### config.mk
export PLATFORM = sky130hd
export DESIGN_NAME = udc_exec
export DESIGN_NICKNAME = d
export VERILOG_FILES = /design/src/core/udc_pkg.sv /design/src/core/udc_exec.sv /design/src/core/udc_tx_shift.sv
export VERILOG_INCLUDE_DIRS = /design/src /design/src/core
export SDC_FILE = /design/constraint.sdc
export NUM_CORES = 1
export LEC_CHECK = 0
export ABC_AREA = 1
export BUFFER_PORTS_ARGS = -buffer_cell sky130_fd_sc_hd__buf_4
export CORE_MARGIN = 5
export CORE_UTILIZATION = 60
export DETAILED_ROUTE_END_ITERATION = 7
export GPL_TIMING_DRIVEN = 0
export PLACE_DENSITY = 0.84
export SLEW_MARGIN = 10
export SYNTH_ARGS = -nofsm -noshare
export SYNTH_HDL_FRONTEND = slang
export SYNTH_HIERARCHICAL = 1
export SYNTH_SLANG_ARGS = --single-unit
### constraint.sdc
create_clock -name sys_clk -period 4.3 [get_ports sys_clk]
set_clock_uncertainty 0.15 [all_clocks]
set_input_delay 0.86 -clock sys_clk [delete_from_list [all_inputs] [get_ports sys_clk]]
set_output_delay 0.86 -clock sys_clk [all_outputs]
set_load 0.02 [all_outputs]
### src/core/udc_defs.svh
// constants for the direct-command executor: codes, frame fields, timing
`ifndef UDC_DEFS_SVH
`define UDC_DEFS_SVH

// ----------------------------------------
// command byte layout
// ----------------------------------------
`define UDC_MODE_HI_BIT 7
`define UDC_MODE_LO_BIT 6
`define UDC_MODE_DIRECT 2'h2
`define UDC_ID_W 6

// ----------------------------------------
// command codes (full byte)
// ----------------------------------------
`define UDC_CMD_QUERY 8'h98
`define UDC_CMD_QREP 8'h99
`define UDC_CMD_QADJ_UP 8'h9a
`define UDC_CMD_QADJ_NIC 8'h9b
`define UDC_CMD_QADJ_DN 8'h9c
`define UDC_CMD_ACK 8'h9d
`define UDC_CMD_NAK 8'h9e
`define UDC_CMD_REQRN 8'h9f
`define UDC_CMD_SUP_AUTO 8'ha2
`define UDC_CMD_SUP_MAN 8'ha3
`define UDC_CMD_VCO_AUTO 8'ha4
`define UDC_CMD_VCO_MAN 8'ha5
`define UDC_CMD_AGL_ON 8'ha6
`define UDC_CMD_AGL_OFF 8'ha7
`define UDC_CMD_RSSI_ST 8'ha8
`define UDC_CMD_RSSI_CLR 8'ha9
`define UDC_CMD_ACS_ON 8'haa
`define UDC_CMD_ACS_OFF 8'hab

// ----------------------------------------
// air frame fields (msb first)
// ----------------------------------------
`define UDC_FRM_QUERY 4'h8
`define UDC_FRM_QREP 2'h0
`define UDC_FRM_QADJ 4'h9
`define UDC_FRM_ACK 2'h1
`define UDC_FRM_NAK 8'hc0
`define UDC_FRM_REQRN 8'hc1
`define UDC_UPDN_UP 3'h6
`define UDC_UPDN_NIC 3'h0
`define UDC_UPDN_DN 3'h3
`define UDC_CRC5_INIT 5'h09
`define UDC_CRC5_POLY 5'h09

// ----------------------------------------
// timing and reset values
// ----------------------------------------
`define UDC_CLK_MHZ 20
`define UDC_RN16_RST 16'h0000
`define UDC_FRAME_W 7'd64

`endif

### src/core/udc_pkg.sv
// types shared by the direct-command executor
package udc_pkg;

	typedef enum logic [2:0] {
		UDC_IDLE = 3'b000,
		UDC_PARAM = 3'b001,
		UDC_SEND = 3'b010,
		UDC_WAIT_RN = 3'b011,
		UDC_DONE = 3'b100
	} udc_state_t;

	typedef enum logic [1:0] {
		UDC_RN_NONE = 2'b00,
		UDC_RN_STORE = 2'b01
	} udc_rn_t;

endpackage

### src/core/udc_exec.sv
// direct-command executor: decodes command bytes, builds air frames, keeps rn16
// ----------------------------------------
// ----------------------------------------
`include "udc_defs.svh"

module udc_exec
(
	// clock and reset
	input wire logic sys_clk,
	input wire logic rst_n,
	// byte from the host port, pulse at last falling sclk
	input wire logic host_select_n,
	input wire logic cmd_strobe,
	input wire logic [7:0] cmd_byte,
	// fifo read side (query parameters)
	input wire logic fifo_rd_valid,
	input wire logic [7:0] fifo_rd_data,
	output logic fifo_rd_req,
	// fifo write side (received rn16)
	output logic fifo_wr_en,
	output logic [7:0] fifo_wr_data,
	// transmit setting session bits
	input wire logic [1:0] tx_session,
	// air link
	output logic tx_bit,
	output logic tx_valid,
	output logic tx_preamble,
	input wire logic rx_rn_valid,
	input wire logic [15:0] rx_rn,
	input wire logic rx_fail,
	// auxiliary controls
	input wire logic [7:0] rssi_in,
	input wire logic cal_done,
	output logic supply_auto,
	output logic vco_auto,
	output logic gain_leveling,
	output logic [7:0] rssi_held,
	output logic acs_enable,
	// status
	output logic irq_cmd,
	output logic busy
);
	import udc_pkg::*;

	// ----------------------------------------
	// state
	// ----------------------------------------
	udc_state_t state_ff, nxt_state;
	logic [7:0] cmd_ff;
	logic [15:0] param_ff;
	logic pcnt_ff;
	logic [15:0] rn16_ff;
	logic [1:0] wr_cnt_ff;
	logic [7:0] wr_data_ff;
	logic irq_ff;
	logic sup_ff, vco_ff, agl_ff, acs_ff;
	logic [7:0] rssi_ff;
	logic cal_wait_ff;
	logic load;
	logic [63:0] frame;
	logic [6:0] len;
	logic sh_busy;
	logic is_direct;
	logic is_air;
	logic expect_rn;
	logic [2:0] updn;

	assign is_direct = !host_select_n && cmd_strobe &&
		({cmd_byte[`UDC_MODE_HI_BIT], cmd_byte[`UDC_MODE_LO_BIT]} == `UDC_MODE_DIRECT);
	function automatic logic air_code(input logic [7:0] c);
		air_code = (c >= `UDC_CMD_QUERY) && (c <= `UDC_CMD_REQRN);
	endfunction
	assign is_air = is_direct && air_code(cmd_byte);
	assign expect_rn = (cmd_ff != `UDC_CMD_ACK) && (cmd_ff != `UDC_CMD_NAK);

	// ----------------------------------------
	// crc-5 over a 17-bit query body
	// ----------------------------------------
	function automatic logic [4:0] crc5(input logic [16:0] d);
		logic [4:0] c;
		logic fb;
		c = `UDC_CRC5_INIT;
		for (int i = 16; i >= 0; i--) begin
			fb = d[i] ^ c[4];
			c = {c[3:0], 1'b0};
			if (fb) begin
				c = c ^ `UDC_CRC5_POLY;
			end
		end
		crc5 = c;
	endfunction

	// ----------------------------------------
	// frame builder
	// ----------------------------------------
	always_comb begin
		logic [16:0] qbody;
		qbody = {`UDC_FRM_QUERY, param_ff[15:3]};
		updn = `UDC_UPDN_NIC;
		frame = 64'h0;
		len = 7'h0;
		unique case (cmd_ff)
			`UDC_CMD_QUERY: begin
				// two leading zeros then 13 fields; lsb of the 16 is dropped
				qbody = {`UDC_FRM_QUERY, param_ff[13:1]};
				frame = {42'h0, qbody, crc5(qbody)};
				len = 7'd22;
			end
			`UDC_CMD_QREP: begin
				frame = {60'h0, `UDC_FRM_QREP, tx_session};
				len = 7'd4;
			end
			`UDC_CMD_QADJ_UP, `UDC_CMD_QADJ_NIC, `UDC_CMD_QADJ_DN: begin
				if (cmd_ff == `UDC_CMD_QADJ_UP) begin
					updn = `UDC_UPDN_UP;
				end else if (cmd_ff == `UDC_CMD_QADJ_DN) begin
					updn = `UDC_UPDN_DN;
				end
				frame = {55'h0, `UDC_FRM_QADJ, tx_session, updn};
				len = 7'd9;
			end
			`UDC_CMD_ACK: begin
				frame = {46'h0, `UDC_FRM_ACK, rn16_ff};
				len = 7'd18;
			end
			`UDC_CMD_NAK: begin
				frame = {56'h0, `UDC_FRM_NAK};
				len = 7'd8;
			end
			`UDC_CMD_REQRN: begin
				frame = {40'h0, `UDC_FRM_REQRN, rn16_ff};
				len = 7'd24;
			end
			default: begin
				frame = 64'h0;
				len = 7'h0;
			end
		endcase
	end

	// ----------------------------------------
	// sequencer
	// ----------------------------------------
	always_comb begin
		nxt_state = state_ff;
		unique case (state_ff)
			UDC_IDLE: begin
				if (is_air) begin
					nxt_state = (cmd_byte == `UDC_CMD_QUERY) ? UDC_PARAM : UDC_SEND;
				end
			end
			UDC_PARAM: begin
				if (fifo_rd_valid && pcnt_ff) begin
					nxt_state = UDC_SEND;
				end
			end
			UDC_SEND: begin
				if (!sh_busy && !load) begin
					nxt_state = expect_rn ? UDC_WAIT_RN : UDC_DONE;
				end
			end
			UDC_WAIT_RN: begin
				if (rx_rn_valid || rx_fail) begin
					nxt_state = UDC_DONE;
				end
			end
			UDC_DONE: begin
				nxt_state = (wr_cnt_ff == 2'h0) ? UDC_IDLE : UDC_DONE;
			end
			default: nxt_state = UDC_IDLE;
		endcase
	end

	always_ff @(posedge sys_clk or negedge rst_n) begin
		if (!rst_n) begin
			state_ff <= UDC_IDLE;
		end else begin
			state_ff <= nxt_state;
		end
	end
	// one load pulse on entry to send
	logic sent_ff;
	always_ff @(posedge sys_clk or negedge rst_n) begin
		if (!rst_n) begin
			sent_ff <= 1'b0;
		end else begin
			sent_ff <= (state_ff == UDC_SEND);
		end
	end
	assign load = (state_ff == UDC_SEND) && !sent_ff;

	// command latch; only taken while idle so an in-flight frame stays intact
	always_ff @(posedge sys_clk or negedge rst_n) begin
		if (!rst_n) begin
			cmd_ff <= 8'h0;
		end else if (is_air && state_ff == UDC_IDLE) begin
			cmd_ff <= cmd_byte;
		end
	end
	// query parameter bytes, first byte is the high one
	always_ff @(posedge sys_clk or negedge rst_n) begin
		if (!rst_n) begin
			param_ff <= 16'h0;
			pcnt_ff <= 1'b0;
		end else if (state_ff == UDC_PARAM && fifo_rd_valid) begin
			param_ff <= {param_ff[7:0], fifo_rd_data};
			pcnt_ff <= !pcnt_ff;
		end else if (state_ff == UDC_IDLE) begin
			pcnt_ff <= 1'b0;
		end
	end
	assign fifo_rd_req = (state_ff == UDC_PARAM);

	// rn16 holding register: only a reply overwrites it
	always_ff @(posedge sys_clk or negedge rst_n) begin
		if (!rst_n) begin
			rn16_ff <= `UDC_RN16_RST;
		end else if (state_ff == UDC_WAIT_RN && rx_rn_valid) begin
			rn16_ff <= rx_rn;
		end
	end

	// reply copied to fifo, high byte first
	always_ff @(posedge sys_clk or negedge rst_n) begin
		if (!rst_n) begin
			wr_cnt_ff <= 2'h0;
			wr_data_ff <= 8'h0;
		end else if (state_ff == UDC_WAIT_RN && rx_rn_valid) begin
			wr_cnt_ff <= 2'h2;
			wr_data_ff <= rx_rn[15:8];
		end else if (wr_cnt_ff != 2'h0) begin
			wr_cnt_ff <= wr_cnt_ff - 2'h1;
			wr_data_ff <= rn16_ff[7:0];
		end
	end
	assign fifo_wr_en = (wr_cnt_ff != 2'h0);
	assign fifo_wr_data = wr_data_ff;

	// ----------------------------------------
	// auxiliary functions
	// ----------------------------------------
	always_ff @(posedge sys_clk or negedge rst_n) begin
		if (!rst_n) begin
			sup_ff <= 1'b0;
			vco_ff <= 1'b0;
			cal_wait_ff <= 1'b0;
		end else begin
			if (is_direct && cmd_byte == `UDC_CMD_SUP_AUTO) begin
				sup_ff <= 1'b1;
			end else if (is_direct && cmd_byte == `UDC_CMD_SUP_MAN) begin
				sup_ff <= 1'b0;
			end
			if (is_direct && cmd_byte == `UDC_CMD_VCO_AUTO) begin
				vco_ff <= 1'b1;
			end else if (is_direct && cmd_byte == `UDC_CMD_VCO_MAN) begin
				vco_ff <= 1'b0;
			end
			// calibration starts finish later, when the analog side reports
			if (is_direct && (cmd_byte == `UDC_CMD_SUP_AUTO || cmd_byte == `UDC_CMD_VCO_AUTO)) begin
				cal_wait_ff <= 1'b1;
			end else if (cal_done) begin
				cal_wait_ff <= 1'b0;
			end
		end
	end

	always_ff @(posedge sys_clk or negedge rst_n) begin
		if (!rst_n) begin
			agl_ff <= 1'b0;
			acs_ff <= 1'b0;
			rssi_ff <= 8'h0;
		end else if (is_direct) begin
			unique case (cmd_byte)
				`UDC_CMD_AGL_ON: agl_ff <= 1'b1;
				`UDC_CMD_AGL_OFF: agl_ff <= 1'b0;
				`UDC_CMD_RSSI_ST: rssi_ff <= rssi_in;
				`UDC_CMD_RSSI_CLR: rssi_ff <= 8'h0;
				`UDC_CMD_ACS_ON: acs_ff <= 1'b1;
				`UDC_CMD_ACS_OFF: acs_ff <= 1'b0;
				default: ;
			endcase
		end
	end

	// ----------------------------------------
	// command done
	// ----------------------------------------
	// immediate commands finish one cycle after the strobe, so the host port is never
	// held off and a chained read or write under the same select just follows
	always_ff @(posedge sys_clk or negedge rst_n) begin
		if (!rst_n) begin
			irq_ff <= 1'b0;
		end else begin
			irq_ff <= (is_direct && !air_code(cmd_byte) && cmd_byte != `UDC_CMD_SUP_AUTO
				&& cmd_byte != `UDC_CMD_VCO_AUTO)
				|| (cal_wait_ff && cal_done)
				|| (state_ff == UDC_DONE && nxt_state == UDC_IDLE);
		end
	end

	udc_tx_shift u_shift (
		.sys_clk(sys_clk),
		.rst_n(rst_n),
		.load(load),
		.frame(frame),
		.len(len),
		.tx_bit(tx_bit),
		.tx_valid(tx_valid),
		.busy(sh_busy)
	);

	assign tx_preamble = load && (cmd_ff == `UDC_CMD_QUERY);
	assign supply_auto = sup_ff;
	assign vco_auto = vco_ff;
	assign gain_leveling = agl_ff;
	assign rssi_held = rssi_ff;
	assign acs_enable = acs_ff;
	assign irq_cmd = irq_ff;
	assign busy = (state_ff != UDC_IDLE) || cal_wait_ff;

endmodule

### src/core/udc_tx_shift.sv
// serialiser: sends the low len bits of a frame msb first, one bit per clock
`include "udc_defs.svh"

module udc_tx_shift (
	// clock and reset
	input wire logic sys_clk,
	input wire logic rst_n,
	// load side
	input wire logic load,
	input wire logic [63:0] frame,
	input wire logic [6:0] len,
	// air side
	output logic tx_bit,
	output logic tx_valid,
	output logic busy
);

	logic [63:0] shift_ff;
	logic [6:0] cnt_ff;
	logic bit_ff;
	logic vld_ff;

	always_ff @(posedge sys_clk or negedge rst_n) begin
		if (!rst_n) begin
			shift_ff <= 64'h0;
			cnt_ff <= 7'h0;
		end else if (load) begin
			// left-justify so the msb goes first
			shift_ff <= frame << (`UDC_FRAME_W - len);
			cnt_ff <= len;
		end else if (cnt_ff != 7'h0) begin
			shift_ff <= {shift_ff[62:0], 1'b0};
			cnt_ff <= cnt_ff - 7'h1;
		end
	end

	always_ff @(posedge sys_clk or negedge rst_n) begin
		if (!rst_n) begin
			bit_ff <= 1'b0;
			vld_ff <= 1'b0;
		end else begin
			bit_ff <= shift_ff[63];
			vld_ff <= (cnt_ff != 7'h0) && !load;
		end
	end

	assign tx_bit = bit_ff;
	assign tx_valid = vld_ff;
	assign busy = (cnt_ff != 7'h0) || vld_ff;

endmodule

==> run metrics <==
Max-Cap Viols 0; setup tns final 0 ns; CTS tree built; Non-Filler Instances 2099; Seq/Total Area, Yosys 33.0%; WP depth 22; Die Wd 143 um; crit path capture type flip-flop; Req. time, crit path 4.46 ns; antenna violations before repair 0; Antenna Nets Post-Route 0; worst slew pin tran 0.871 ns; synthesized flop and latch total 140; Yosys warning count 6; prevailing post-synth register cell dfrtp_1; Distinct cells, synth 49; PortBufs 75; RSZ-0062 raised after global routing true; reg2reg start cmd_ff[6]$_DFFE_PN0P_; CP top delay family simple AND/OR/NAND/NOR gates; share of cells above drive strength 1 13.1%; CTS H-tree lvls 4; Core ar. 17300 sq um; chip height 143 um; Area growth, synth to finish 18.1%; final core occ 72.4%; Avg Inst Size Synth 6.34 sq um; DRT Pass-1 Iters 8; residual DRC count 1; r2r setup slk 0.17 ns; failing checks DRC; clock transition at the registers of the reported paths 0.07 ns; nets 1915; Clock Tree Root clkbuf_16; Vias 13200; first-pass GRT wire length 66600 um; asr flop ratio synth 100%; final setup vio count 0; row cnt 48; Worst setup SP type flip-flop; cts hold-fix bufs 0; cell area power density 467 nW/um^2; I/O pin count 77; DP HPWL 30700 um; CP Data Arrival Time 4.30 ns; antenna cells 0; Reg2Reg Capture Point u_shift/shift_ff[50]$_DFFE_PN0P_; gpl congestion 1.07; Synth Instances 1673; WP buf/inv 9; period utilisation layout 96.1%; Post-synth EDFFs 0; cts bufs inserted 17; maximum clock path buffer count 2; crit path kind flip-flop to flip-flop; final slew viol count 0; fin crit period 4.13 ns; outcome complete, but fails checks; Max IR drop VDD 0.457 mV; Crit-path slowest cell dfrtp_1; CP max stage delay 0.40 ns; largest net degree at the start of global routing 92; grt ovf 0; slew margin rel. 41.4%; post-route cell area 12500 sq um; drt wl/cell 20.0 um; initial DRC count 1963; Initial Utilization 61.3%; Tot GR Track Use 41.6%; Routed WL 42000 um; Clk Latency, worst-skew pair 0.44 ns; Mapped Area 10600 sq um; worst path cell trace nor2_1 > nand3_2 > nor4_2 > nor2_1 > inv_2 > buf_6 > inv_2 > buf_6 > buf_4 > ha_1 > clkbuf_4 > inv_6 > buf_4 > nand3_1 > nand3_1 > nand3_1 > nand2_1 > nand2_1 > nand3_1 > nand3_1 > nand2_1 > inv_1; Via density 6.29; final number of hold-violating endpoints 0; clk sinks 140; worst hold slack 0.209 ns; placed cell areas 11800 sq um; fmax 0.242 GHz; critical path peak fanout 10; die area 20400 sq um; leakage 0.00645 uW; most used cell, CP nand3_1; R2R depth 22; Inst Count DP 2063; vias in the first global route 12800; Hold WC Path Type primary input to asynchronous set/reset pin
## area by class of cell
| type | instances | area [sq um] |
|---|---|---|
| multi-input cells | 1421 | 6590 |
| fillers | 1377 | 4770 |
| flip-flops and latches | 140 | 3500 |
| repair buffers | 80 | 624 |
| plain buffers | 100 | 546 |
| clock buffers | 17 | 425 |
| inverters | 101 | 384 |
| well taps | 225 | 282 |
| clock inverters | 15 | 176 |
## flip-flops by register name (all words and copies together) (netlist names)
name / cells
u_shift/shift_ff: 64
rn16_ff: 16
param_ff: 14
cmd_ff: 8
fifo_wr_data: 8
rssi_held: 8
u_shift/cnt_ff: 7
state_ff: 3
wr_cnt_ff: 2
acs_enable: 1
cal_wait_ff: 1
gain_leveling: 1
irq_cmd: 1
pcnt_ff: 1
sent_ff: 1
supply_auto: 1
u_shift/tx_bit: 1
u_shift/tx_valid: 1
vco_auto: 1
## layer usage
layer / up-vias / global-route usage [%] / part of all wire, %
met3: 250 / 8.07 / 11
met1: 6010 / 52.0 / 37
met2: 1015 / 67.3 / 46
met4: 0 / 23.8 / 6.9
li1: 5920 / - / -
met5: - / 0 / 0
## power breakdown
group	internal, uW	leakage (uW)	switching (uW)
Sequential	1640	0.00182	217
Clock	832	0.000298	677
Combinational	806	0.00434	1680
## worst max-delay path by stage
| stage | from | endpoint |
|---|---|---|
| floorplan | cmd_ff[5]$_DFFE_PN0P_ | u_shift/shift_ff[53]$_DFFE_PN0P_ |
| CTS | cmd_ff[6]$_DFFE_PN0P_ | u_shift/shift_ff[52]$_DFFE_PN0P_ |
| global route | cmd_ff[6]$_DFFE_PN0P_ | u_shift/shift_ff[62]$_DFFE_PN0P_ |
| finish | cmd_ff[6]$_DFFE_PN0P_ | u_shift/shift_ff[50]$_DFFE_PN0P_ |
| global placement | cmd_ff[5]$_DFFE_PN0P_ | u_shift/shift_ff[56]$_DFFE_PN0P_ |
| detailed placement | cmd_ff[5]$_DFFE_PN0P_ | u_shift/shift_ff[56]$_DFFE_PN0P_ |
## cells in the mapped netlist (all sizes together) (2+ instances only)
cell	number	area share (%)
clkbuf	21	0.74
nand4	10	0.59
xnor2	4	0.33
a21oi	41	1.9
a22oi	2	0.14
o211ai	21	1.5
o22ai	2	0.12
dfrtp	140	33
nor4	4	0.29
nand3b	2	0.14
o221ai	5	0.41
xor2	2	0.34
nor3	13	0.77
o21ai	48	2.5
nand3	506	24
o2111ai	2	0.17
ha	4	0.47
nand2	566	20
or2	16	0.94
nor2	59	2.3
inv	100	3.5
buf	79	4.0
a31oi	15	0.88
## cells in the final DEF (no fill, tap or decap), types with 3 or more instances in the layout
cell type,netlist,final
o21ai_1,11,10
clkbuf_16,0,17
nor2_2,2,4
inv_6,0,4
or2_2,15,15
inv_1,88,87
clkinv_4,0,3
o21ai_2,8,9
ha_1,4,4
buf_2,49,45
nand2_2,2,4
a21oi_1,41,41
o221ai_1,5,5
nor3_1,11,11
buf_4,13,95
clkbuf_1,21,21
xnor2_1,4,4
buf_1,14,3
inv_2,12,12
clkbuf_4,0,3
o21ai_0,29,29
o211ai_1,21,21
conb_1,1,90
clkbuf_2,0,7
nand2_1,564,562
a31oi_1,15,15
nor2_1,55,52
nand4_1,10,10
nor2_4,2,3
nand3_1,505,504
buf_6,3,5
dfrtp_1,140,140
inv_8,0,5
## metrics by stage
| step | power, uW | setup slack (ns) |
|---|---|---|
| floorplan | 3450 | 0.958 |
| global placement | 4030 | -0.132 |
| detailed placement | 4160 | -0.246 |
| finish | 5850 | 0.167 |
| CTS | 5740 | 0.0202 |
| global route | 6160 | -0.00859 |
## repair_timing
action,in CTS,in global routing
setup endpoints to repair,59,60
pin swaps,0,1
buffers inserted,0,4
gates resized for setup,13,20
## cell families (layout without fill, tap and decap cells)
kind of cell | after synthesis | after routing | synth area share [%]
adders and majority gates | 4 | 4 | 0.472
other | 1 | 90 | 0.0353
muxes | 1 | 1 | 0.106
buffers and inverters | 201 | 313 | 8.36
DFF | 140 | 140 | 33.0
and+or+nand+nor | 1178 | 1178 | 49.2
AOI/OAI and AO/OA | 142 | 142 | 8.17
xor gates and xnor gates | 6 | 6 | 0.672
## worst register-to-register path: cells and delay by family, from the launching register on
family                   cells  cell delay [ns]
buffers and inverters        9             1.39
flip-flops                   1             0.40
AND/OR/NAND/NOR             12             1.76
adder cells (fa/ha/maj)      1             0.31
Power figures use the tool's default switching activity.
